<file path="src/core/tspc_pkg.sv">
// *****************************************************************
// Shared constants and types of the trap status and priority block
// *****************************************************************
package tspc_pkg;

	// *************************************************************
	// Register byte addresses on the AXI4-Lite slave
	// *************************************************************
	localparam logic [7:0] ADDR_CORE_CONTROL = 8'h00; // Core control.
	localparam logic [7:0] ADDR_TRAP_CONTROL = 8'h04; // Trap control one.
	localparam logic [7:0] ADDR_CPU_STATUS   = 8'h08; // Priority lower bits.

	// *************************************************************
	// Field positions
	// *************************************************************
	localparam int POS_PRIORITY_UPPER = 3;  // In core control.
	localparam int POS_PRIORITY_LO    = 5;  // Lowest of three bits.
	localparam int POS_NESTING_DIS    = 15; // In trap control.
	localparam int POS_ACC_A_TE       = 10; // Acc A overflow enable.
	localparam int POS_ACC_B_TE       = 9;  // Acc B overflow enable.
	localparam int POS_CAT_TE         = 8;  // Catastrophic enable.
	localparam int POS_FLAGS_HI       = 11; // Bits 14..11 hold flags.
	localparam int POS_FLAGS_LO       = 1;  // Bits 7..1 hold flags.

	// *************************************************************
	// Counts, widths and reset values
	// *************************************************************
	localparam int          NUM_FLAGS       = 11;   // Sticky trap flags.
	localparam int          PRIORITY_HIGHEST_LOWER = 7; // Level seven.
	localparam logic [10:0] FLAGS_RESET     = 11'h000; // Flags clear.
	localparam logic [2:0]  PRIORITY_LO_RESET = 3'h0; // Level zero.
	localparam logic        PRIORITY_UP_RESET = 1'b0; // Level seven or less.
	localparam logic        NESTING_RESET   = 1'b0;   // Nesting allowed.
	localparam logic        ENABLE_RESET    = 1'b0;   // Traps disabled.
	localparam logic [1:0]  RESP_OKAY       = 2'h0;   // AXI OKAY.
	localparam logic [1:0]  RESP_SLVERR     = 2'h2;   // AXI SLVERR.

	// *************************************************************
	// Flag vector indices, highest bit of the register first
	// *************************************************************
	localparam int FLG_ACC_A_OVF = 10; // Register bit 14.
	localparam int FLG_ACC_B_OVF = 9;  // Register bit 13.
	localparam int FLG_ACC_A_CAT = 8;  // Register bit 12.
	localparam int FLG_ACC_B_CAT = 7;  // Register bit 11.
	localparam int FLG_SHIFT     = 6;  // Register bit 7.
	localparam int FLG_DIVIDE    = 5;  // Register bit 6.
	localparam int FLG_DMA       = 4;  // Register bit 5.
	localparam int FLG_MATH      = 3;  // Register bit 4.
	localparam int FLG_ADDRESS   = 2;  // Register bit 3.
	localparam int FLG_STACK     = 1;  // Register bit 2.
	localparam int FLG_OSC       = 0;  // Register bit 1.

	// Register selected by an address.
	typedef enum {
		TSPC_SEL_CORE,
		TSPC_SEL_TRAP,
		TSPC_SEL_STATUS,
		TSPC_SEL_NONE
	} tspc_sel_type;

	// Trap source events from the execution units, one-cycle pulses.
	typedef struct packed {
		logic acc_a_overflow;
		logic acc_b_overflow;
		logic acc_a_catastrophic;
		logic acc_b_catastrophic;
		logic invalid_shift;
		logic divide_by_zero;
		logic dma_error;
		logic address_error;
		logic stack_error;
		logic osc_failure;
	} tspc_event_type;

	// Trap requests passed on to the exception sequencer.
	typedef struct packed {
		logic osc_failure;
		logic address_error;
		logic stack_error;
		logic math_error;
		logic dma_error;
	} tspc_trap_type;

endpackage : tspc_pkg

</file>
<file path="src/core/tspc_flag_bank.sv">
`timescale 1ns/1ps
// *****************************************************************
// Bank of sticky flags, set by hardware and loaded by software
// *****************************************************************
module tspc_flag_bank #(
	parameter int          WIDTH      = 11,
	parameter logic [10:0] RESET_BITS = 11'h000
) (
	input  wire logic             ref_clk,
	input  wire logic             rst_n,
	input  wire logic [WIDTH-1:0] set_bits,
	input  wire logic             load_en,
	input  wire logic [WIDTH-1:0] load_bits,
	output logic      [WIDTH-1:0] flags
);
	import tspc_pkg::*;

	// All state of the bank.
	typedef struct packed {
		logic [WIDTH-1:0] q;
	} tspc_bank_type;

	tspc_bank_type state;      // Registered flags.
	tspc_bank_type next_state; // Value for the next edge.

	// Each bit keeps its value, takes a software load, and is forced
	// high by its event; the event wins so a trap that lands in the
	// cycle of a clearing write is never lost.
	always_comb begin
		next_state = state;
		for (int i = 0; i < WIDTH; i++) begin
			if (set_bits[i]) begin
				next_state.q[i] = 1'b1;
			end else if (load_en) begin
				next_state.q[i] = load_bits[i];
			end
		end
	end

	// Synchronous reset clears every flag.
	always_ff @(posedge ref_clk) begin
		if (!rst_n) begin
			state.q <= RESET_BITS[WIDTH-1:0];
		end else begin
			state <= next_state;
		end
	end

	assign flags = state.q;

endmodule : tspc_flag_bank

</file>
<file path="src/core/tspc_top.sv">
// Decided for this implementation: the register addresses and the AXI4-Lite slave port.
`timescale 1ns/1ps
module tspc_top (
	input  wire logic                     ref_clk,
	input  wire logic                     rst_n,
	// AXI4-Lite write address channel.
	input  wire logic [7:0]               s_axi_awaddr,
	input  wire logic                     s_axi_awvalid,
	output logic                          s_axi_awready,
	// AXI4-Lite write data channel.
	input  wire logic [31:0]              s_axi_wdata,
	input  wire logic [3:0]               s_axi_wstrb,
	input  wire logic                     s_axi_wvalid,
	output logic                          s_axi_wready,
	// AXI4-Lite write response channel.
	output logic [1:0]                    s_axi_bresp,
	output logic                          s_axi_bvalid,
	input  wire logic                     s_axi_bready,
	// AXI4-Lite read address channel.
	input  wire logic [7:0]               s_axi_araddr,
	input  wire logic                     s_axi_arvalid,
	output logic                          s_axi_arready,
	// AXI4-Lite read data channel.
	output logic [31:0]                   s_axi_rdata,
	output logic [1:0]                    s_axi_rresp,
	output logic                          s_axi_rvalid,
	input  wire logic                     s_axi_rready,
	// Trap sources and priority load from the core.
	input  wire tspc_pkg::tspc_event_type trap_events,
	input  wire logic                     core_priority_load,
	input  wire logic [3:0]               core_priority_value,
	// Results toward the interrupt controller and sequencer.
	output tspc_pkg::tspc_trap_type       trap_requests,
	output logic [3:0]                    priority_level,
	output logic                          user_irq_blocked,
	output logic                          nesting_allowed
);
	import tspc_pkg::*;

	// *************************************************************
	// State
	// *************************************************************

	// All registered state of the block outside the flag bank.
	typedef struct packed {
		logic                   aw_held;      // Write address taken.
		logic [7:0]             aw_addr;      // Held write address.
		logic                   w_held;       // Write data taken.
		logic [31:0]            w_data;       // Held write data.
		logic [3:0]             w_strb;       // Held byte strobes.
		logic                   awready;      // Address channel ready.
		logic                   wready;       // Data channel ready.
		logic                   bvalid;       // Response pending.
		logic [1:0]             bresp;        // Response code.
		logic                   arready;      // Read address ready.
		logic                   rvalid;       // Read data pending.
		logic [31:0]            rdata;        // Read data.
		logic [1:0]             rresp;        // Read response code.
		logic                   priority_upper_bit;  // Level above 7.
		logic [2:0]             priority_lower_bits; // Low level bits.
		logic                   nesting_disable;     // No nesting.
		logic                   acc_a_overflow_trap_enable;
		logic                   acc_b_overflow_trap_enable;
		logic                   catastrophic_trap_enable;
		tspc_trap_type          traps;        // Registered requests.
		logic [3:0]             level;        // Registered level.
		logic                   blocked;      // User irqs blocked.
		logic                   nest_ok;      // Nesting allowed.
	} tspc_state_type;

	tspc_state_type        state;      // Current state.
	tspc_state_type        next_state; // State at the next edge.
	logic [NUM_FLAGS-1:0]  flags;      // Sticky trap flags.
	logic [NUM_FLAGS-1:0]  flag_set;   // Hardware set of each flag.
	logic                  flag_load;  // Software writes trap control.
	logic [NUM_FLAGS-1:0]  flag_data;  // Flag values being written.
	logic                  wr_fire;    // Write performed this cycle.
	tspc_sel_type          wr_sel;     // Register being written.
	logic [15:0]           wr_low;     // Low half of write data.
	logic                  acc_a_trap; // Qualified accumulator A trap.
	logic                  acc_b_trap; // Qualified accumulator B trap.
	logic                  cat_trap;   // Qualified catastrophic trap.
	logic                  math_trap;  // Any math error trap.

	// *************************************************************
	// Helpers
	// *************************************************************

	// Maps a byte address onto a register; read and write share it
	// so both sides always agree on the map.
	function automatic tspc_sel_type decode_sel(input logic [7:0] addr);
		case (addr)
			ADDR_CORE_CONTROL: begin
				decode_sel = TSPC_SEL_CORE;
			end
			ADDR_TRAP_CONTROL: begin
				decode_sel = TSPC_SEL_TRAP;
			end
			ADDR_CPU_STATUS: begin
				decode_sel = TSPC_SEL_STATUS;
			end
			default: begin
				decode_sel = TSPC_SEL_NONE;
			end
		endcase
	endfunction : decode_sel

	// *************************************************************
	// Trap qualification
	// *************************************************************

	// Overflow events become traps only under their enables, so a
	// disabled source leaves both its flag and the request quiet.
	always_comb begin
		acc_a_trap = trap_events.acc_a_overflow &
			state.acc_a_overflow_trap_enable;
		acc_b_trap = trap_events.acc_b_overflow &
			state.acc_b_overflow_trap_enable;
		cat_trap = (trap_events.acc_a_catastrophic |
			trap_events.acc_b_catastrophic) &
			state.catastrophic_trap_enable;
		math_trap = acc_a_trap | acc_b_trap | cat_trap |
			trap_events.invalid_shift | trap_events.divide_by_zero;
	end

	// Sets for each sticky flag, in flag vector order.
	always_comb begin
		flag_set                = '0;
		flag_set[FLG_ACC_A_OVF] = acc_a_trap;
		flag_set[FLG_ACC_B_OVF] = acc_b_trap;
		flag_set[FLG_ACC_A_CAT] = trap_events.acc_a_catastrophic &
			state.catastrophic_trap_enable;
		flag_set[FLG_ACC_B_CAT] = trap_events.acc_b_catastrophic &
			state.catastrophic_trap_enable;
		flag_set[FLG_SHIFT]     = trap_events.invalid_shift;
		flag_set[FLG_DIVIDE]    = trap_events.divide_by_zero;
		flag_set[FLG_DMA]       = trap_events.dma_error;
		flag_set[FLG_MATH]      = math_trap;
		flag_set[FLG_ADDRESS]   = trap_events.address_error;
		flag_set[FLG_STACK]     = trap_events.stack_error;
		flag_set[FLG_OSC]       = trap_events.osc_failure;
	end

	// *************************************************************
	// Write path decode
	// *************************************************************

	// A write is done once both address and data are held and the
	// previous response has gone.
	always_comb begin
		wr_fire = state.aw_held & state.w_held & ~state.bvalid;
		wr_sel  = decode_sel(state.aw_addr);
		wr_low  = state.w_data[15:0];
		// Every write to trap control reloads the flags, whatever its strobes;
		// a partial write loads the untouched byte with its own value.
		flag_load = wr_fire && (wr_sel == TSPC_SEL_TRAP);
		flag_data = flags;
		if (state.w_strb[1]) begin
			flag_data[FLG_ACC_A_OVF:FLG_ACC_B_CAT] =
				wr_low[14:POS_FLAGS_HI];
		end
		if (state.w_strb[0]) begin
			flag_data[FLG_SHIFT:FLG_OSC] = wr_low[7:POS_FLAGS_LO];
		end
	end

	// The sticky flags live in their own bank; hardware sets win.
	tspc_flag_bank #(
		.WIDTH      (NUM_FLAGS),
		.RESET_BITS (FLAGS_RESET)
	) u_flags (
		.ref_clk   (ref_clk),
		.rst_n     (rst_n),
		.set_bits  (flag_set),
		.load_en   (flag_load),
		.load_bits (flag_data),
		.flags     (flags)
	);

	// *************************************************************
	// Next state
	// *************************************************************

	// Bus handshakes, register writes, priority and trap outputs.
	always_comb begin
		next_state = state;

		// Address and data are taken independently in any order.
		if (s_axi_awvalid && state.awready) begin
			next_state.aw_held = 1'b1;
			next_state.aw_addr = s_axi_awaddr;
		end
		if (s_axi_wvalid && state.wready) begin
			next_state.w_held = 1'b1;
			next_state.w_data = s_axi_wdata;
			next_state.w_strb = s_axi_wstrb;
		end

		// Perform the held write and raise the response.
		if (wr_fire) begin
			next_state.aw_held = 1'b0;
			next_state.w_held  = 1'b0;
			next_state.bvalid  = 1'b1;
			next_state.bresp   = RESP_OKAY;
			case (wr_sel)
				TSPC_SEL_CORE: begin
					// The upper bit is clear-only: a zero clears it
					// and a one is ignored, so traps stay unmaskable.
					if (state.w_strb[0] &&
						!wr_low[POS_PRIORITY_UPPER]) begin
						next_state.priority_upper_bit = 1'b0;
					end
				end
				TSPC_SEL_TRAP: begin
					// Bit zero is not stored anywhere.
					if (state.w_strb[1]) begin
						next_state.nesting_disable =
							wr_low[POS_NESTING_DIS];
						next_state.acc_a_overflow_trap_enable =
							wr_low[POS_ACC_A_TE];
						next_state.acc_b_overflow_trap_enable =
							wr_low[POS_ACC_B_TE];
						next_state.catastrophic_trap_enable =
							wr_low[POS_CAT_TE];
					end
				end
				TSPC_SEL_STATUS: begin
					// Lower bits ignore software writes while nesting is disabled.
					if (state.w_strb[0] && !state.nesting_disable) begin
						next_state.priority_lower_bits =
							wr_low[POS_PRIORITY_LO+2:POS_PRIORITY_LO];
					end
				end
				default: begin
					next_state.bresp = RESP_SLVERR;
				end
			endcase
		end

		// The response leaves when the master takes it.
		if (state.bvalid && s_axi_bready) begin
			next_state.bvalid = 1'b0;
		end

		// The core loads the whole level on trap entry and return;
		// this is the only path that can raise the upper bit, and it
		// wins over a software write in the same cycle.
		if (core_priority_load) begin
			next_state.priority_upper_bit  = core_priority_value[3];
			next_state.priority_lower_bits = core_priority_value[2:0];
		end

		// Readiness follows the updated holding state at the same edge.
		next_state.awready = ~next_state.aw_held & ~next_state.bvalid;
		next_state.wready  = ~next_state.w_held & ~next_state.bvalid;

		// Read: answer one edge after the address is taken.
		if (s_axi_arvalid && state.arready) begin
			next_state.arready = 1'b0;
			next_state.rvalid  = 1'b1;
			next_state.rresp   = RESP_OKAY;
			next_state.rdata   = '0;
			case (decode_sel(s_axi_araddr))
				TSPC_SEL_CORE: begin
					next_state.rdata[POS_PRIORITY_UPPER] =
						state.priority_upper_bit;
				end
				TSPC_SEL_TRAP: begin
					next_state.rdata[POS_NESTING_DIS] =
						state.nesting_disable;
					next_state.rdata[14:POS_FLAGS_HI] =
						flags[FLG_ACC_A_OVF:FLG_ACC_B_CAT];
					next_state.rdata[POS_ACC_A_TE] =
						state.acc_a_overflow_trap_enable;
					next_state.rdata[POS_ACC_B_TE] =
						state.acc_b_overflow_trap_enable;
					next_state.rdata[POS_CAT_TE] =
						state.catastrophic_trap_enable;
					next_state.rdata[7:POS_FLAGS_LO] =
						flags[FLG_SHIFT:FLG_OSC];
					next_state.rdata[0] = 1'b0;
				end
				TSPC_SEL_STATUS: begin
					next_state.rdata[POS_PRIORITY_LO+2:POS_PRIORITY_LO] =
						state.priority_lower_bits;
				end
				default: begin
					next_state.rresp = RESP_SLVERR;
				end
			endcase
		end else if (state.rvalid && s_axi_rready) begin
			next_state.rvalid  = 1'b0;
			next_state.arready = 1'b1;
		end

		// Trap requests are registered one-cycle pulses.
		next_state.traps.osc_failure   = trap_events.osc_failure;
		next_state.traps.address_error = trap_events.address_error;
		next_state.traps.stack_error   = trap_events.stack_error;
		next_state.traps.math_error    = math_trap;
		next_state.traps.dma_error     = trap_events.dma_error;

		// Level outputs follow the updated priority fields.
		next_state.level = {next_state.priority_upper_bit,
			next_state.priority_lower_bits};
		next_state.blocked = next_state.priority_upper_bit ||
			(next_state.priority_lower_bits ==
			3'(PRIORITY_HIGHEST_LOWER));
		next_state.nest_ok = ~next_state.nesting_disable;
	end

	// *************************************************************
	// Registers
	// *************************************************************

	// Synchronous reset gives every field its power-on value.
	always_ff @(posedge ref_clk) begin
		if (!rst_n) begin
			state                            <= '0;
			state.awready                    <= 1'b1;
			state.wready                     <= 1'b1;
			state.arready                    <= 1'b1;
			state.priority_upper_bit         <= PRIORITY_UP_RESET;
			state.priority_lower_bits        <= PRIORITY_LO_RESET;
			state.nesting_disable            <= NESTING_RESET;
			state.acc_a_overflow_trap_enable <= ENABLE_RESET;
			state.acc_b_overflow_trap_enable <= ENABLE_RESET;
			state.catastrophic_trap_enable   <= ENABLE_RESET;
			state.nest_ok                    <= 1'b1;
		end else begin
			state <= next_state;
		end
	end

	// *************************************************************
	// Outputs, all straight from flip-flops
	// *************************************************************
	assign s_axi_awready    = state.awready;
	assign s_axi_wready     = state.wready;
	assign s_axi_bvalid     = state.bvalid;
	assign s_axi_bresp      = state.bresp;
	assign s_axi_arready    = state.arready;
	assign s_axi_rvalid     = state.rvalid;
	assign s_axi_rdata      = state.rdata;
	assign s_axi_rresp      = state.rresp;
	assign trap_requests    = state.traps;
	assign priority_level   = state.level;
	assign user_irq_blocked = state.blocked;
	assign nesting_allowed  = state.nest_ok;

endmodule : tspc_top

</file>
<file path="config.mk">
export PLATFORM = sky130hd
export DESIGN_NAME = tspc_top
export DESIGN_NICKNAME = d
export VERILOG_FILES = /design/src/core/tspc_pkg.sv /design/src/core/tspc_flag_bank.sv /design/src/core/tspc_top.sv
export SDC_FILE = /design/constraint.sdc
export NUM_CORES = 1
export LEC_CHECK = 0
export CORE_AREA = 3 3 130 120
export DETAILED_ROUTE_END_ITERATION = 16
export DIE_AREA = 0 0 133 123
export DONT_BUFFER_PORTS = 1
export PLACE_DENSITY = 0.35
export RECOVER_POWER = 25
export SETUP_SLACK_MARGIN = 0.5
export SKIP_CTS_REPAIR_TIMING = 1
export SLEW_MARGIN = 20
export SYNTH_ARGS = -nofsm -noshare
export SYNTH_HDL_FRONTEND = slang
export SYNTH_HIERARCHICAL = 1
export SYNTH_SLANG_ARGS = --single-unit
</file>
<file path="constraint.sdc">
create_clock -name ref_clk -period 6 [get_ports ref_clk]
set_input_delay 1.2 -clock ref_clk [delete_from_list [all_inputs] [get_ports ref_clk]]
set_output_delay 1.2 -clock ref_clk [all_outputs]
set_load 0.1 [all_outputs]
</file>
Word-level counts from Yosys, hierarchy flattened
Cells that the tools add are included.
{ "totals": {"register_bits": 101, "in_bits": 74, "output_inout_bits": 52, "wordCells": 169} }
{ "op_classes": {"eq_ne": 10, "n_mux": 50, "n_bitwise": 19, "reduce_logical": 52} }
{ "op_table": {"columns": ["cell", "n"], "rows": [
  ["32-bit by 2-bit == test with 1-bit output (second input constant)", 2],
  ["32-bit logical NOT", 2],
  ["2-bit nonzero test", 23],
  ["37-bit 2-to-1 mux", 1],
  ["32-bit by 1-bit == test with 1-bit output (second input constant)", 1],
  ["32-bit 2-to-1 mux", 1],
  ["1-bit 2-to-1 mux", 28],
  ["2-bit AND reduction", 11],
  ["8-bit by 3-bit == test with 1-bit output (second input constant)", 2],
  ["8-bit by 4-bit == test with 1-bit output (second input constant)", 2],
  ["8-bit logical NOT", 2],
  ["4-bit 2-to-1 mux", 4],
  ["8-bit 2-to-1 mux", 2],
  ["3-bit 2-to-1 mux", 4],
  ["2-bit case mux with 3 select lines", 2],
  ["1-bit bitwise AND", 9],
  ["9-bit 2-to-1 mux", 1],
  ["1-bit logical AND", 8],
  ["2-bit 2-to-1 mux", 4],
  ["7-bit 2-to-1 mux", 1],
  ["3-bit case mux with 2 select lines", 1],
  ["3-bit OR reduction", 2],
  ["1-bit inverter", 5],
  ["1-bit bitwise OR", 5],
  ["other kinds (7)", 8]
]} }

Logic depth before layout (Yosys ltp)
{ "logic_depth": {"depth_word": 9, "mapped_depth": 10, "mapped_depth_nobuf": 10} }

Cells and area by module
The synthesis kept the hierarchy.
{ "modules_own_cells": {"columns": ["module", "instances", "cells_per_inst", "area_each_um2", "seq_area_each_um2"], "rows": [
  ["tspc_top", 1, 353, 3072.9, 1281.2],
  ["tspc_flag_bank", 1, 35, 479.2, 220.2]
]} }

Least setup slack after synthesis
Ideal clock, no wire load.
{ "synth_timing": {"kind": "in2reg", "start": "input s_axi_araddr[5]", "end": "register state, in the netlist s_axi_rdata[10]", "setup_ns": 0.076, "arrival_time_ns": 2.489, "required_time_ns": 5.924, "setup_slack_ns": 3.436, "cell_stages": 7, "n_path_buf": 1, "cell_sequence": "nor2_1 > nand3_1 > nor3b_1 > ha_1 > clkbuf_1 > nand3_1 > a21boi_0"} }
{ "synth_via": {"elab_chain_len": 5, "elab_cells_between_ends": 7, "cone_classes": "eq/ne (3); mux (3); reduce/logical (1)"} }
{ "synth_rtl": {"columns": ["item", "line_no", "rtl"], "rows": [
  ["start, declared", "tspc_top.sv:20", "input wire logic [7:0] s_axi_araddr,"],
  ["8-bit by 4-bit == test with 1-bit output (tied with other cells)", "tspc_top.sv:92", "case (addr)"],
  ["2-bit case mux with 3 select lines *", "tspc_top.sv:92", null],
  ["32-bit 2-to-1 mux *", "tspc_top.sv:258", "if (s_axi_arvalid && state.arready) begin"],
  ["32-bit by 1-bit == test with 1-bit output *", "tspc_top.sv:263", "case (decode_sel(s_axi_araddr))"],
  ["8-bit 2-to-1 mux *", "tspc_top.sv:263", null],
  ["end signal, assigned", "tspc_top.sv:331", "state <= next_state;"],
  ["end, declared", "tspc_top.sv:71", "tspc_state_type state;"]
]} }
Mark *: on every way between the ends. The rest lies on a longest branch, timed or not. The select of a mux whose other input is x is not followed.
A chain may end at the register's enable or synchronous reset.

Worst setup path after layout
{ "layout_timing": {"start": "input s_axi_araddr[7]", "end": "register state, in the netlist s_axi_rdata[5]"} }
{ "layout_via": {"elab_chain_len": 5, "elab_cells_between_ends": 8, "cone_classes": "eq/ne (4); mux (3); reduce/logical (1)"} }
{ "layout_rtl": {"columns": ["item", "line_no"], "rows": [
  ["8-bit by 4-bit == test with 1-bit output (tied with other cells)", "tspc_top.sv:92"],
  ["2-bit case mux with 3 select lines *", "tspc_top.sv:92"],
  ["32-bit 2-to-1 mux *", "tspc_top.sv:258"],
  ["32-bit by 2-bit == test with 1-bit output or 32-bit by 1-bit == test with 1-bit output (tied branches)", "tspc_top.sv:263"],
  ["3-bit case mux with 2 select lines *", "tspc_top.sv:263"]
]} }
Marked as above.

==> impl_metrics.json <==
{
  "peakVddDrop_mv": 0.128,
  "ys_seq_area_frac": 0.423,
  "num_vias": 2353,
  "setup_viol": 0,
  "cp_max_fo": 15,
  "antenna_found_initial": 3,
  "hold_violations": 0,
  "grt_pass1_vias": 2328,
  "slew_violations": 0,
  "power.density_nw_per_um2": 368,
  "cts_buffers": 9,
  "hold_start": "state[79]$_SDFFE_PN0P_",
  "synth_edf_count": 0,
  "clk_pin_slew_ps": 60,
  "synth-compound-area-share": 0.154,
  "die_w_um": 133,
  "synth_area_leader_cell": "dfxtp_1",
  "fin_crit_ps": 2670,
  "syn-cell-area_um2": 3550,
  "worstPathRequired_ps": 6280,
  "holdPathStages": 2,
  "wl_per_cell_um": 15.8,
  "dp_slack_ps": 2920,
  "clock_skew_ps": 7.47,
  "p_leak_nw": 1.42,
  "die_area_um2": 16400,
  "grt_max_degree": 72,
  "synth_fa_ha_area_frac": 0.0106,
  "ys_seq_elements": 75,
  "timing.final.ws_setup_ps": 3330,
  "yosys_warnings": 6,
  "r2r_slack_ps": 3430,
  "synth_cells": 388,
  "track_usage": 0.112,
  "min_to": "state[79]$_SDFFE_PN0P_",
  "io_buffer_count": 0,
  "cts.htree.levels": 3,
  "fmax_mhz": 374,
  "row_count": 42,
  "synthXorXnorAreaFrac": 0,
  "synth_top_area_share": 0.423,
  "rsz0062_at_grt": "no",
  "nNetsFinal": 431,
  "worstMarginPinSlew_ps": 1080,
  "ys_types": 37,
  "insertion_delay_ps": 340,
  "gp_congestion": 0.753,
  "wl_um": 8790,
  "maxCapViolCount": 0,
  "cts_buffer_depth": 2,
  "gr-total-overflow": 0,
  "ios": 126,
  "die_h_um": 123,
  "initialDrtViolationCount": 98,
  "tns_ps": 0,
  "routed_via_density": 4.22,
  "cp-start-kind": "primary input",
  "drt_first_pass_iters": 4,
  "setup.worst_path.end_class": "flip-flop",
  "slew_headroom": 0.281,
  "synth_top_family_by_area": "simple AND/OR/NAND/NOR gates",
  "r2r_cells": 4,
  "hold_path_class": "reg2reg",
  "drive_gt1_frac": 0.111,
  "rr_startpoint": "s_axi_bvalid$_SDFF_PN0_",
  "fin_crit_sh": 0.446,
  "placed_cell_area_um2": 3450,
  "yosys-top-cells-area": "dfxtp_1 42%, buf_4 9.7%, a21boi_0 8.2%",
  "cts_tree": "built",
  "synth_ff_type": "dfxtp_1",
  "start_util": 0.246,
  "arrival_ps": 2950,
  "core-area_um2": 14500,
  "area_delta_synth_final_pct": 6.06,
  "final_common_cell": "dfxtp_1",
  "cts.sinks": 75,
  "synth-simple-area-share": 0.200,
  "crit_type": "in2reg",
  "dp_hpwl_um": 6390,
  "status": "completed",
  "fill_cells": 1568,
  "fin_util": 0.261,
  "grt_pass1_wl_um": 13600,
  "synth_mux_area_frac": 0.0916,
  "most-common-layout-cells": "75 x dfxtp_1, 70 x nand2_1, 39 x a21boi_0",
  "route.antenna.remaining_nets": 0,
  "stdcell_area_um2": 3770,
  "root_buffer": "clkbuf_16",
  "syn_avg_cell_area_um2": 9.16,
  "reg2reg_to": "user_irq_blocked$_SDFF_PN0_",
  "async_flop_share": 0,
  "timing.hold.ws_ps": 463,
  "drc": 0
}
-- sequential cells by signal (all words and copies together), names as in the netlist --
signal,flops
s_axi_bresp,1
s_axi_wready,1
s_axi_rvalid,1
s_axi_rresp,1
user_irq_blocked,1
s_axi_arready,1
priority_level,1
s_axi_awready,1
trap_requests,5
s_axi_bvalid,1
u_flags/flags,11
state,34
nesting_allowed,1
s_axi_rdata,15
-- through the flow --
stage / instances / power [mW]
finish: 558 / 1.39
global route: 558 / 1.45
CTS: 557 / 1.42
detailed placement: 541 / 0.752
global placement: 541 / 0.751
floorplan: 406 / 0.753
-- kinds of logic (layout without fill, tap and decap cells) --
| family | after synthesis | count (layout) |
|---|---|---|
| and+or+nand+nor | 141 | 141 |
| AOI/OAI and AO/OA | 76 | 76 |
| DFF | 75 | 75 |
| buffers and inverters | 66 | 19 |
| muxes | 26 | 26 |
| adders and majority gates | 3 | 3 |
| other | 1 | 20 |
-- where the power goes --
part | switching (mW) | total, mW | internal [mW]
Clock | 0.213 | 0.652 | 0.440
Sequential | 0.0851 | 0.609 | 0.524
Combinational | 0.0901 | 0.125 | 0.0349
-- critical path, stage by stage --
cell     delay [ps]
nor2_1          130
nand3_1         150
nor3b_1         290
ha_1            570
a22oi_1         200
nor3_1          210
a21oi_1          60
nor2b_1         130
-- cell type report --
type	count	area, µm²	share of cell area
Multi-Input combinational cell	265	1640	0.436
Sequential cell	75	1500	0.399
Clock buffer	12	267	0.0707
Tap cell	198	248	0.0658
Clock inverter	4	95.1	0.0252
Inverter	3	11.3	0.00299
Antenna cell	1	2.50	0.000664
-- worst max-delay path by stage --
| stage | startpoint | endpoint | cells past startpoint |
|---|---|---|---|
| floorplan | s_axi_araddr[5] | s_axi_rdata[10]$_SDFFE_PN0P_ | 7 |
| global placement | s_axi_araddr[5] | s_axi_rdata[5]$_SDFFE_PN0P_ | 8 |
| detailed placement | s_axi_araddr[7] | s_axi_rdata[5]$_SDFFE_PN0P_ | 8 |
| CTS | s_axi_araddr[7] | s_axi_rdata[5]$_SDFFE_PN0P_ | 8 |
| global route | s_axi_araddr[7] | s_axi_rdata[7]$_SDFFE_PN0P_ | 8 |
| finish | s_axi_araddr[7] | s_axi_rdata[5]$_SDFFE_PN0P_ | 8 |
-- layer usage --
layer,track usage,wire length [µm],vias up
met1,0.137,3950,1080
met4,0.0390,103,4
met3,0.0651,871,11
met2,0.164,3850,74
met5,0,19,-
li1,-,-,1184
-- synth_stat cells, types with 4 or more instances --
library cell and number:
a21boi_0 39, mux2_4 10, o21a_1 12, nor2b_1 8
mux2i_1 4, buf_4 46, clkbuf_1 16, nand3_1 12
nand2_1 70, dfxtp_1 75, nor2_1 17, mux2_2 12
nor3_1 7, and2_1 12, a21oi_1 11, o21ai_0 4
(Power assumes the default switching activity.)
